[config.mk]
export PLATFORM = sky130hd
export DESIGN_NAME = tdrh_top
export DESIGN_NICKNAME = d
export VERILOG_FILES = /design/src/rtl/tdrh_pkg.sv /design/src/rtl/tdrh_top.sv
export VERILOG_INCLUDE_DIRS = /design/src /design/src/rtl
export SDC_FILE = /design/constraint.sdc
export NUM_CORES = 2
export LEC_CHECK = 0
export BUFFER_PORTS_ARGS = -buffer_cell sky130_fd_sc_hd__buf_2
export CAP_MARGIN = 20
export CORE_MARGIN = 2
export CORE_UTILIZATION = 65
export CTS_BUF_LIST = sky130_fd_sc_hd__clkbuf_16
export DETAILED_ROUTE_END_ITERATION = 10
export HOLD_SLACK_MARGIN = 0.15
export PLACE_DENSITY = 0.88
export SLEW_MARGIN = 20
export SYNTH_ARGS = -nofsm -noshare
export SYNTH_HDL_FRONTEND = slang
export SYNTH_SLANG_ARGS = --single-unit
[constraint.sdc]
create_clock -name sys_clk -period 11 [get_ports sys_clk]
set_input_delay 1.65 -clock sys_clk [delete_from_list [all_inputs] [get_ports sys_clk]]
set_output_delay 1.65 -clock sys_clk [all_outputs]
set_load 0.05 [all_outputs]
[src/rtl/tdrh_consts.svh]
// Constants of the trigger delay and reading hold sequencer
`ifndef TDRH_CONSTS_SVH
`define TDRH_CONSTS_SVH
// ****************************************
// Timing
// ****************************************
`define TDRH_CLK_PERIOD_NS 25
`define TDRH_TICK_NS 1000000
`define TDRH_TICK_CYCLES (`TDRH_TICK_NS / `TDRH_CLK_PERIOD_NS)
`define TDRH_VMC_NS 10000
`define TDRH_VMC_CYCLES ((`TDRH_VMC_NS + `TDRH_CLK_PERIOD_NS - 1) / `TDRH_CLK_PERIOD_NS)
`define TDRH_DLY_W 29
`define TDRH_HOUR_MS 32'h0036_EE80
`define TDRH_MIN_MS 32'h0000_EA60
// ****************************************
// Register map
// ****************************************
`define TDRH_A_CTRL 8'h00
`define TDRH_A_FUNC 8'h04
`define TDRH_A_MDLY 8'h08
`define TDRH_A_CNT 8'h0C
`define TDRH_A_STAT 8'h10
`define TDRH_A_RDG 8'h14
`define TDRH_CTRL_W 13
`define TDRH_B_RUN 0
`define TDRH_B_MANUAL 1
`define TDRH_B_SCAN 4
`define TDRH_B_REMOTE 5
`define TDRH_B_HOLD 6
`define TDRH_B_FILT 7
`define TDRH_B_MOVING 8
`define TDRH_B_PRESET 13
`define TDRH_CTRL_RST 13'h0001
`define TDRH_MDLY_1MS 31'h0000_4000
`define TDRH_CNT_RST 16'h0202
`define TDRH_MAX99 7'h63
`define TDRH_MAXMS 17'h1_869F
`define TDRH_HOLD_MIN 7'h02
`define TDRH_CNT_MAX 7'h64
// ****************************************
// Auto delays in ms
// ****************************************
`define TDRH_D1 16'h0001
`define TDRH_D2 16'h0002
`define TDRH_D3 16'h0003
`define TDRH_D5 16'h0005
`define TDRH_D13 16'h000D
`define TDRH_D25 16'h0019
`define TDRH_D100 16'h0064
`define TDRH_D150 16'h0096
`define TDRH_D250 16'h00FA
`define TDRH_D400 16'h0190
`define TDRH_D0 16'h0000
// ****************************************
// Hold window, fraction times 2^20
// ****************************************
`define TDRH_WIN_SHIFT 20
`define TDRH_WIN_0P01 17'h0_0069
`define TDRH_WIN_0P1 17'h0_0419
`define TDRH_WIN_1 17'h0_28F6
`define TDRH_WIN_10 17'h1_999A
`endif

[src/rtl/tdrh_pkg.sv]
// Types and auto delay lookup of the sequencer
package tdrh_pkg;
`include "tdrh_consts.svh"
   typedef enum logic [1:0] {SRC_IMM, SRC_EXT, SRC_BUS, SRC_OTHER} tdrh_src_t;
   typedef enum logic [1:0] {BEEP_NEVER, BEEP_OUTSIDE, BEEP_INSIDE, BEEP_RSVD} tdrh_beep_t;
   typedef enum logic [1:0] {WIN_0P01, WIN_0P1, WIN_1, WIN_10} tdrh_win_t;
   typedef enum logic [3:0] {FN_DCV, FN_ACV, FN_FREQ, FN_DCI, FN_ACI, FN_OHM, FN_CONT,
      FN_TC, FN_THRM} tdrh_fn_t;
   typedef enum logic [3:0] {ST_IDLE, ST_ARM, ST_DELAY, ST_ACT, ST_CONV, ST_DIV, ST_HOLD,
      ST_CHAN, ST_CHWAIT, ST_TRIG} tdrh_state_t;
   typedef struct packed {
      logic wr;
      logic rd;
      logic [7:0] addr;
      logic [31:0] wdata;
   } tdrh_bus_t;
   typedef struct packed {
      logic valid;
      logic [23:0] data;
   } tdrh_conv_t;

   function automatic logic [15:0] tdrh_ohm_dly(input logic [2:0] rng);
      case (rng)
         3'h0, 3'h1: return `TDRH_D3;
         3'h2: return `TDRH_D13;
         3'h3: return `TDRH_D25;
         3'h4: return `TDRH_D100;
         3'h5: return `TDRH_D150;
         default: return `TDRH_D250;
      endcase
   endfunction

   function automatic logic [15:0] tdrh_auto_dly(input logic [3:0] fn, input logic [2:0] rng);
      case (fn)
         FN_DCV: return (rng < 3'h3) ? `TDRH_D1 : `TDRH_D5;
         FN_ACV, FN_ACI: return `TDRH_D400;
         FN_FREQ: return `TDRH_D1;
         FN_DCI: return `TDRH_D2;
         FN_OHM, FN_THRM: return tdrh_ohm_dly(rng);
         FN_CONT: return `TDRH_D3;
         FN_TC: return `TDRH_D1;
         default: return `TDRH_D0;
      endcase
   endfunction
endpackage

[src/rtl/tdrh_top.sv]
// Trigger delay, device action and reading hold sequencer
//
// Decided for this implementation: strobed register access and the register offsets.
`include "tdrh_consts.svh"
module tdrh_top
   import tdrh_pkg::*;
#(
   parameter int TICK_CYCLES = `TDRH_TICK_CYCLES,
   parameter int VMC_CYCLES = `TDRH_VMC_CYCLES
) (
   input wire logic sys_clk,
   input wire logic sys_rst,
   input wire tdrh_bus_t bus,
   output logic [31:0] rd_data,
   input wire logic ext_trig_n,
   input wire logic trig_key,
   input wire logic bus_trg,
   input wire logic other_evt,
   input wire tdrh_conv_t conv,
   output logic conv_start,
   output logic chan_step,
   input wire logic chan_done,
   output logic vmc_out_n,
   output logic beep,
   output logic rdg_valid,
   output logic [23:0] rdg_data,
   output logic held
);
   // ****************************************
   // Register file
   // ****************************************
   logic [`TDRH_CTRL_W-1:0] ctrl, next_ctrl;
   logic [7:0] func, next_func;
   logic [30:0] mdly, next_mdly;
   logic [15:0] cnt, next_cnt;
   logic [31:0] next_rd_data;
   tdrh_state_t state, next_state;
   logic seeded, mov_full;
   logic [6:0] hcnt, next_hcnt;
   function automatic logic [6:0] lim99(input logic [6:0] v);
      return (v > `TDRH_MAX99) ? `TDRH_MAX99 : v;
   endfunction
   always_comb begin
      next_ctrl = ctrl;
      next_func = func;
      next_mdly = mdly;
      next_cnt = cnt;
      next_rd_data = 32'h0000_0000;
      if (bus.wr) begin
         case (bus.addr)
            `TDRH_A_CTRL: begin
               next_ctrl = bus.wdata[`TDRH_CTRL_W-1:0];
               if (bus.wdata[`TDRH_B_PRESET]) begin
                  next_mdly = `TDRH_MDLY_1MS;
               end
            end
            `TDRH_A_FUNC: next_func = bus.wdata[7:0];
            `TDRH_A_MDLY: begin
               // Fields clamp so the total never passes 99:99:99.999
               next_mdly[6:0] = lim99(bus.wdata[6:0]);
               next_mdly[13:7] = lim99(bus.wdata[13:7]);
               next_mdly[30:14] = (bus.wdata[30:14] > `TDRH_MAXMS) ? `TDRH_MAXMS :
                  bus.wdata[30:14];
            end
            `TDRH_A_CNT: next_cnt = bus.wdata[15:0];
            default: next_cnt = cnt;
         endcase
      end
      if (bus.rd) begin
         case (bus.addr)
            `TDRH_A_CTRL: next_rd_data = {19'h0_0000, ctrl};
            `TDRH_A_FUNC: next_rd_data = {24'h00_0000, func};
            `TDRH_A_MDLY: next_rd_data = {1'b0, mdly};
            `TDRH_A_CNT: next_rd_data = {16'h0000, cnt};
            `TDRH_A_STAT: next_rd_data = {17'h0_0000, hcnt, 1'b0, mov_full, seeded, held,
               4'(state)};
            `TDRH_A_RDG: next_rd_data = {{8{rdg_data[23]}}, rdg_data};
            default: next_rd_data = 32'h0000_0000;
         endcase
      end
   end
   always_ff @(posedge sys_clk) begin
      if (sys_rst) begin
         ctrl <= `TDRH_CTRL_RST;
         func <= 8'h00;
         mdly <= `TDRH_MDLY_1MS;
         cnt <= `TDRH_CNT_RST;
         rd_data <= 32'h0000_0000;
      end else begin
         ctrl <= next_ctrl;
         func <= next_func;
         mdly <= next_mdly;
         cnt <= next_cnt;
         rd_data <= next_rd_data;
      end
   end

   // ****************************************
   // Decoded settings
   // ****************************************
   logic run, manual, scanning, remote, hold_act, filt_en, moving, auto_on;
   tdrh_src_t src;
   tdrh_win_t win;
   tdrh_beep_t beep_mode;
   logic [6:0] filt_n, hold_n;
   logic [31:0] man_ms;
   logic [15:0] auto_ms;
   assign run = ctrl[`TDRH_B_RUN];
   assign manual = ctrl[`TDRH_B_MANUAL];
   assign src = tdrh_src_t'(ctrl[3:2]);
   assign scanning = ctrl[`TDRH_B_SCAN];
   assign remote = ctrl[`TDRH_B_REMOTE];
   assign hold_act = ctrl[`TDRH_B_HOLD] & ~scanning;
   assign filt_en = ctrl[`TDRH_B_FILT];
   assign moving = ctrl[`TDRH_B_MOVING];
   assign win = tdrh_win_t'(ctrl[10:9]);
   assign beep_mode = tdrh_beep_t'(ctrl[12:11]);
   assign filt_n = (cnt[6:0] == 7'h00) ? 7'h01 :
      (cnt[6:0] > `TDRH_CNT_MAX) ? `TDRH_CNT_MAX : cnt[6:0];
   assign hold_n = (cnt[14:8] < `TDRH_HOLD_MIN) ? `TDRH_HOLD_MIN :
      (cnt[14:8] > `TDRH_CNT_MAX) ? `TDRH_CNT_MAX : cnt[14:8];
   assign man_ms = 32'(mdly[6:0]) * `TDRH_HOUR_MS + 32'(mdly[13:7]) * `TDRH_MIN_MS +
      32'(mdly[30:14]);
   assign auto_on = scanning | (src == SRC_EXT) | (src == SRC_BUS);
   assign auto_ms = auto_on ? tdrh_auto_dly(func[3:0], func[6:4]) : `TDRH_D0;

   // ****************************************
   // Sequencer
   // ****************************************
   logic [31:0] tick_cnt, next_tick_cnt, acc, next_acc, quo, next_quo, acc_sum;
   logic [31:0] vmc_cnt, next_vmc_cnt;
   logic [`TDRH_DLY_W-1:0] dly_cnt, next_dly_cnt, dly_load;
   logic [6:0] conv_cnt, next_conv_cnt, tgt, next_tgt, rem, next_rem;
   logic [5:0] div_cnt, next_div_cnt;
   logic [23:0] rdg, next_rdg, seed, next_seed, next_rdg_data;
   logic neg, next_neg, next_seeded, next_mov_full, next_held, ext_prev, event_hit, in_win;
   logic next_conv_start, next_chan_step, next_vmc_out_n, next_beep, next_rdg_valid;
   logic [7:0] trial;
   logic [24:0] seed_abs, diff, diff_abs;
   logic [16:0] win_num;
   logic [41:0] tol;
   // The link input is synchronous; a falling edge marks a trigger
   always_comb begin
      unique case (src)
         SRC_IMM: event_hit = 1'b1;
         SRC_EXT: event_hit = (ext_prev & ~ext_trig_n) | trig_key | bus_trg;
         SRC_BUS: event_hit = bus_trg;
         SRC_OTHER: event_hit = other_evt;
      endcase
   end
   assign dly_load = manual ? man_ms[`TDRH_DLY_W-1:0] : `TDRH_DLY_W'(auto_ms);
   assign acc_sum = acc + {{8{conv.data[23]}}, conv.data};
   assign trial = {rem, quo[31]};
   // Tolerance is an approximate fraction of the seed magnitude
   always_comb begin
      unique case (win)
         WIN_0P01: win_num = `TDRH_WIN_0P01;
         WIN_0P1: win_num = `TDRH_WIN_0P1;
         WIN_1: win_num = `TDRH_WIN_1;
         WIN_10: win_num = `TDRH_WIN_10;
      endcase
   end
   assign seed_abs = seed[23] ? 25'(-{seed[23], seed}) : {1'b0, seed};
   assign diff = {rdg[23], rdg} - {seed[23], seed};
   assign diff_abs = diff[24] ? 25'(-diff) : diff;
   assign tol = 42'(seed_abs) * 42'(win_num);
   assign in_win = diff_abs <= 25'(tol[41:`TDRH_WIN_SHIFT]);
   always_comb begin
      next_state = state;
      next_tick_cnt = tick_cnt;
      next_dly_cnt = dly_cnt;
      next_conv_cnt = conv_cnt;
      next_tgt = tgt;
      next_acc = acc;
      next_quo = quo;
      next_rem = rem;
      next_div_cnt = div_cnt;
      next_neg = neg;
      next_rdg = rdg;
      next_seed = seed;
      next_seeded = seeded;
      next_mov_full = mov_full & moving & filt_en;
      next_hcnt = hcnt;
      next_held = held;
      next_vmc_cnt = vmc_cnt;
      next_conv_start = 1'b0;
      next_chan_step = 1'b0;
      next_vmc_out_n = 1'b1;
      next_beep = 1'b0;
      next_rdg_valid = 1'b0;
      next_rdg_data = rdg_data;
      unique case (state)
         ST_IDLE: next_state = run ? ST_ARM : ST_IDLE;
         ST_ARM: begin
            if (!run) begin
               next_state = ST_IDLE;
            end else if (event_hit) begin
               next_dly_cnt = dly_load;
               next_tick_cnt = 32'h0000_0000;
               next_state = (dly_load == '0) ? ST_ACT : ST_DELAY;
            end
         end
         ST_DELAY: begin
            if (tick_cnt == 32'(TICK_CYCLES - 1)) begin
               next_tick_cnt = 32'h0000_0000;
               next_dly_cnt = dly_cnt - 1'b1;
               if (dly_cnt == `TDRH_DLY_W'(1)) begin
                  next_state = ST_ACT;
               end
            end else begin
               next_tick_cnt = tick_cnt + 32'h0000_0001;
            end
         end
         ST_ACT: begin
            next_tgt = (filt_en && !(moving && mov_full)) ? filt_n : 7'h01;
            next_acc = 32'h0000_0000;
            next_conv_cnt = 7'h00;
            next_conv_start = 1'b1;
            next_state = ST_CONV;
         end
         ST_CONV: begin
            if (conv.valid) begin
               next_acc = acc_sum;
               next_conv_cnt = conv_cnt + 7'h01;
               if (conv_cnt + 7'h01 >= tgt) begin
                  next_mov_full = filt_en & moving;
                  next_neg = acc_sum[31];
                  next_quo = acc_sum[31] ? -acc_sum : acc_sum;
                  next_rem = 7'h00;
                  next_div_cnt = 6'h00;
                  next_state = ST_DIV;
               end else begin
                  next_conv_start = 1'b1;
               end
            end
         end
         ST_DIV: begin
            // Serial divide keeps the averager small at 32 cycles per reading
            if (trial >= {1'b0, tgt}) begin
               next_rem = 7'(trial - {1'b0, tgt});
               next_quo = {quo[30:0], 1'b1};
            end else begin
               next_rem = trial[6:0];
               next_quo = {quo[30:0], 1'b0};
            end
            next_div_cnt = div_cnt + 6'h01;
            if (div_cnt == 6'h1F) begin
               next_rdg = neg ? 24'(-next_quo) : next_quo[23:0];
               next_state = ST_HOLD;
            end
         end
         ST_HOLD: begin
            if (!hold_act) begin
               next_rdg_valid = 1'b1;
               next_rdg_data = rdg;
               next_held = 1'b0;
               next_state = ST_CHAN;
            end else if (!seeded) begin
               next_seed = rdg;
               next_seeded = 1'b1;
               next_hcnt = 7'h00;
               next_state = ST_ACT;
            end else if (!in_win) begin
               next_seed = rdg;
               next_hcnt = 7'h00;
               next_held = 1'b0;
               next_beep = (beep_mode == BEEP_OUTSIDE);
               next_state = ST_ACT;
            end else if (held) begin
               // Front panel hold stays put until the signal leaves the window
               next_state = ST_ACT;
            end else if (hcnt + 7'h01 >= hold_n) begin
               next_hcnt = 7'h00;
               next_rdg_valid = 1'b1;
               next_rdg_data = rdg;
               next_beep = (beep_mode == BEEP_INSIDE);
               next_held = ~remote;
               next_seeded = ~remote;
               next_state = ST_CHAN;
            end else begin
               next_hcnt = hcnt + 7'h01;
               next_state = ST_ACT;
            end
         end
         ST_CHAN: begin
            if (scanning) begin
               next_chan_step = 1'b1;
               next_state = ST_CHWAIT;
            end else begin
               next_vmc_cnt = 32'(VMC_CYCLES - 1);
               next_vmc_out_n = 1'b0;
               next_state = ST_TRIG;
            end
         end
         ST_CHWAIT: begin
            if (chan_done) begin
               next_seeded = 1'b0;
               next_hcnt = 7'h00;
               next_held = 1'b0;
               next_vmc_cnt = 32'(VMC_CYCLES - 1);
               next_vmc_out_n = 1'b0;
               next_state = ST_TRIG;
            end
         end
         ST_TRIG: begin
            if (vmc_cnt == 32'h0000_0000) begin
               next_state = run ? ST_ARM : ST_IDLE;
            end else begin
               next_vmc_out_n = 1'b0;
               next_vmc_cnt = vmc_cnt - 32'h0000_0001;
            end
         end
      endcase
   end
   always_ff @(posedge sys_clk) begin
      if (sys_rst) begin
         state <= ST_IDLE;
         tick_cnt <= 32'h0000_0000;
         dly_cnt <= '0;
         conv_cnt <= 7'h00;
         tgt <= 7'h01;
         acc <= 32'h0000_0000;
         quo <= 32'h0000_0000;
         rem <= 7'h00;
         div_cnt <= 6'h00;
         neg <= 1'b0;
         rdg <= 24'h00_0000;
         seed <= 24'h00_0000;
         seeded <= 1'b0;
         mov_full <= 1'b0;
         hcnt <= 7'h00;
         held <= 1'b0;
         vmc_cnt <= 32'h0000_0000;
         conv_start <= 1'b0;
         chan_step <= 1'b0;
         vmc_out_n <= 1'b1;
         beep <= 1'b0;
         rdg_valid <= 1'b0;
         rdg_data <= 24'h00_0000;
         ext_prev <= 1'b1;
      end else begin
         state <= next_state;
         tick_cnt <= next_tick_cnt;
         dly_cnt <= next_dly_cnt;
         conv_cnt <= next_conv_cnt;
         tgt <= next_tgt;
         acc <= next_acc;
         quo <= next_quo;
         rem <= next_rem;
         div_cnt <= next_div_cnt;
         neg <= next_neg;
         rdg <= next_rdg;
         seed <= next_seed;
         seeded <= next_seeded;
         mov_full <= next_mov_full;
         hcnt <= next_hcnt;
         held <= next_held;
         vmc_cnt <= next_vmc_cnt;
         conv_start <= next_conv_start;
         chan_step <= next_chan_step;
         vmc_out_n <= next_vmc_out_n;
         beep <= next_beep;
         rdg_valid <= next_rdg_valid;
         rdg_data <= next_rdg_data;
         ext_prev <= ext_trig_n;
      end
   end
endmodule

Word level (Yosys, flattened, before mapping) --
Cells that the tools add are included.
Storage, ports and cells: ROM bits 0, latch bits 0, RAM bits 0, memories kept 0, register bits after elaboration 377, output and inout port bits 62
Cells by class: reductions and logical operators 43, div/mod/pow operators 0, equal/unequal tests 59, bitwise logic cells 17, magnitude comparators 11, add/sub/neg operators 15, shift operators 0, multipliers 3, mux-type cells 113
Operators with widths (number):
- $mux 32 | 11
- $mux 24 | 8
- $pmux 32 s2 | 3
- $pmux 32 s6 | 1
- $mux 7 | 17
- $mux 29 | 4
- $pmux 32 s3 | 1
- $pmux 17 s4 | 1
- $pmux 31 s2 | 1
- $pmux 29 s2 | 1
- $pmux 9 s6 | 1
- $mux 25 | 2
- $neg 25->25 | 2
- $mul 25x17->42 | 1
- $pmux 7 s2 | 3
- $pmux 4 s10 | 1
- $pmux 8 s5 | 1
- $mux 4 | 9
- $add 32x1->32 const B | 1
- $add 32x32->32 | 1
- $eq 32x16->1 const B | 1
- $eq 4x3->1 const B | 8
- $logic_not 32->1 | 1
- $ne 2x2->1 const B | 16
- 65 further kinds | 165

Depth between registers and ports, before layout --
depth in word-level cells 11, gate-level depth with buffers 45, gate-level depth less buffers 43

Worst setup path before layout --
No wires, ideal clock.
path type flip-flop to flip-flop, start point reg seed[2], end point reg rdg_data[10], clock period less this slack 9.747 ns, library setup time 0.121 ns, arrival time 9.626 ns, stages on the path, launching flop included 45, path slack 1.253 ns, cells stage by stage dfxtp_1 -> nor4_1 -> and2_1 -> nand2_1 -> nor2_1 -> nand2_1 -> o21ai_0 -> xnor2_1 -> nand2_1 -> nor2_1 -> fa_1 -> inv_1 -> fa_1 -> fa_1 -> inv_1 -> fa_1 -> fa_1 -> inv_1 -> (+9 left out) -> a21o_1 -> nand2b_1 -> a21o_1 -> a21oi_1 -> xor2_1 -> ha_1 -> a21o_1 -> a21o_1 -> a21oi_1 -> o2111ai_1 -> o221ai_1 -> nand3_1 -> nor4_1 -> a211o_1 -> a22oi_1 -> buf_4 -> buf_4 -> mux2i_1
Between the ends: cells in the longest elaborated chain, start to end 6, elaborated cells between the ends (all ways) 9, classes of those cells add/sub: 3; mul: 1; order compare: 1; eq/ne: 1; mux: 2; reduce/logical: 1
Ends and longest elaborated chain:
- start, declared | line tdrh_top.sv:135 | logic [23:0] rdg, next_rdg, seed, next_seed, next_rdg_data;
- start signal, assigned | line tdrh_top.sv:353 | seed <= next_seed;
- $neg 25->25 or $sub 24x24->25 (tied branches) | line tdrh_top.sv:163, tdrh_top.sv:164
- $mux 25 or $neg 25->25 (tied branches) | line tdrh_top.sv:163, tdrh_top.sv:165
- $mul 25x17->42 or $mux 25 (tied branches) | line tdrh_top.sv:166, tdrh_top.sv:165
- $le 25x22->1 * | line tdrh_top.sv:167 | assign in_win = diff_abs <= 25'(tol[41:`TDRH_WIN_SHIFT]);
- $ne 2x1->1 (no line) *
- $reduce_and 5->1 (no line) *
- end signal, assigned | line tdrh_top.sv:364 | rdg_data <= next_rdg_data;
- end, declared | line tdrh_top.sv:26 | output logic [23:0] rdg_data,
Mark *: on every way between the ends. The rest lies on a longest branch, timed or not. A chain may end at the register's enable or synchronous reset.

Final worst setup path --
start point reg seed[4], end point reg rdg_data[15]
The elaborated chain is that of the path after synthesis.

==> summary.md <==
| Metric | Value |
|---|---|
| Status | complete, no violations |
| Worst-skew pair later-pin latency | 610 ps |
| Power per cell area | 99.7 nW/um^2 |
| Maxcap violations | 0 |
| First-pass GRT wire length | 178 mm |
| Root Buffer | clkbuf_16 |
| Reg2Reg Launch Point | seed[4] |
| Die area | 62300 um^2 |
| First drt pass iteration count | 6 |
| Reg clk slew, reported paths | 60 ps |
| GPL Wtd Cong | 0.978 |
| Final ANT Viol Nets | 0 |
| Worst-margin pin slew | 1080 ps |
| Top_reg_cell synth | dfxtp_1 |
| CP Launch Point | seed[4] |
| Layout area overhead | 8.24% |
| Cell area after layout | 42400 um^2 |
| Most frequent cells in the layout | inv_1 (545), nor2_1 (498), nand2_1 (483), ha_1 (402), dfxtp_1 (375) |
| GR Overflow Total | 0 |
| Setup CP Type | flip-flop to flip-flop |
| Cts hold-fix bufs | 0 |
| Port Buf Inserts | 134 |
| Gate Count Post-Synth | 4825 |
| Yosys top cell area share | 0.192 |
| YS warnings | 0 |
| Inserted Clock Buffers | 44 |
| Dpl cells | 5627 |
| Hold slack | 452 ps |
| Worst-case clock buffer depth | 3 |
| Largest stage delay, worst path | 550 ps |
| # setup viols final | 0 |
| Vias | 35994 |
| Crit path DAT | 11180 ps |
| Layout Nets | 5699 |
| Area leader, netlist | dfxtp_1 |
| Die Ht | 250 um |
| Seq/Total Area, Yosys | 0.192 |
| Final Cycle Share | 0.975 |
| Core Area | 60000 um^2 |
| HP Start | vmc_cnt[15] |
| Layout cells sized above 1 | 0.0760 |
| HP Class | flip-flop to flip-flop |
| Slew HR | 0.279 |
| Startpoint Class | flip-flop |
| Synth top area cells | dfxtp_1 (19%), fa_1 (16%), ha_1 (13%) |
| Vias in the first global route | 34150 |
| Mapped Avg Cell Area | 8.13 um^2 |
| Htree depth | 2 |
| Most common cell on crit path | fa_1 |
| Drt wl/cell | 19.7 um |
| Final Max Tran Viols | 0 |
| All-Layer GR Usage | 0.353 |
| Synthesized area | 39200 um^2 |
| Final cell count without fillers | 5720 |
| EDFF count, synth | 0 |
| Post-detail-place hpwl | 87.8 mm |
| Io pins | 136 |
| Slowest-stage cell, CP | fa_1 |
| Crit path max-delay family | adder cells |
| Initial cell density of the core | 0.653 |
| Residual DRC | 0 |
| Crit end category | flip-flop |
| Max VDD drop | 0.150 mV |
| Leak | 20.3 nW |
| Worst EP required | 11460 ps |
| Commonest non-fill, non-tap cell in the layout | inv_1 |
| Hold Vio Cnt, Final | 0 |
| Row Count | 90 |
| Cell Area, Placed | 40700 um^2 |
| Die X | 250 um |
| Largest net degree at the start of global routing | 97 |
| Clock skew | 42.2 ps |
| Max Fclk | 0.0933 GHz |
| Max Fanout on Critical Path | 13 |
| Post-layout min period | 10720 ps |
| Buf/Inv on CP | 6 |
| Post-synth cell types | 94 |
| Total wire length | 112 mm |
| Initial drt markers | 3526 |
| Asr flop ratio synth | 0 |
| TritonCTS clock tree | done |
| Routed vias/inst | 6.29 |
| #FFs+latches synth | 377 |
| Initial antenna violation count | 5 |
| CTS sink cnt | 377 |
## cell families after synthesis
| kind of cell | Yosys count | share of synthesized area |
|---|---|---|
| and+or+nand+nor | 1616 | 0.192 |
| AOI/OAI and AO/OA | 993 | 0.165 |
| buffers and inverters | 746 | 0.0729 |
| adders and majority gates | 726 | 0.294 |
| DFF | 377 | 0.192 |
| xor gates and xnor gates | 278 | 0.0621 |
| muxes | 87 | 0.0223 |
| other | 2 | 0.000192 |
## sequential cells by signal, summed over array words and instances, names as in the netlist, 29 cells and up
register	flops
quo	32
mdly	31
rd_data	32
tick_cnt	32
acc	32
vmc_cnt	32
dly_cnt	29
## power by group
group          total [mW]  internal, mW  switching, mW
combinational        1.23         0.419          0.806
clock                1.46         0.832          0.631
sequential           1.54          1.45         0.0990
## tightest hold or removal path, delay by kind of cell, from the launching register on
kind | cells | cell delay [ps]
compound gates | 1 | 50
simple gates | 1 | 50
flops | 1 | 300
## metrics by stage
stage | setup slack [ps] | power, mW | setup TNS, ps | utilization
floorplan | 1250 | 2.47 | 0 | -
global placement | 163 | 2.72 | 0 | 0.678
detailed placement | -45.1 | 2.75 | -680 | 0.678
CTS | 13.6 | 4.21 | 0 | 0.703
global route | -219 | 4.45 | -6390 | 0.707
finish | 277 | 4.23 | 0 | 0.707
## metal layers
| metal | up-vias | share of wire | global-route usage |
|---|---|---|---|
| met2 | 1986 | 0.44 | 0.553 |
| met3 | 328 | 0.12 | 0.0861 |
| met1 | 16986 | 0.40 | 0.471 |
| met5 | - | 0.000062 | 0 |
| li1 | 16692 | - | - |
| met4 | 2 | 0.041 | 0.139 |
## final timing paths
path | end | slack [ps] | cells after the start
hold / removal | vmc_cnt[15] | 450 | 2
setup / recovery | rdg_data[15] | 280 | 44
hold reg to reg | vmc_cnt[15] | 450 | 2
setup reg to reg | rdg_data[15] | 280 | 44
## layout make-up
class	instances	area [um^2]
Clock inverter	35	325
Tap cell	782	978
Timing Repair Buffer	219	1370
Clock buffer	44	1100
Sequential cell	377	7550
Multi-Input combinational cell	3718	29100
Antenna cell	6	15.0
Inverter	539	2020
Fill cell	4563	17600
## cell usage after synthesis (all sizes together), types with 27 or more instances
cell type and n:
a211oi 62, a21o 69, a21oi 291, a22oi 60, a31oi 35, and2 35
and3 49, clkbuf 184, dfxtp 377, fa 323, ha 403, inv 539
mux2i 84, nand2 484, nand2b 47, nand3 125, nand4 47, nor2 503
nor2b 37, nor3 104, nor4 37, o21a 28, o21ai 206, o31ai 27
or3 54, xnor2 169, xor2 109
## timing repair
action / CTS / global route
gates cloned: 1 / 1
endpoints found under the setup margin: 24 / 60
buffers inserted: 0 / 4
gates resized for setup: 2 / 31
pin swaps: 1 / 6
No activity file was read; power rests on OpenSTA's default activity.
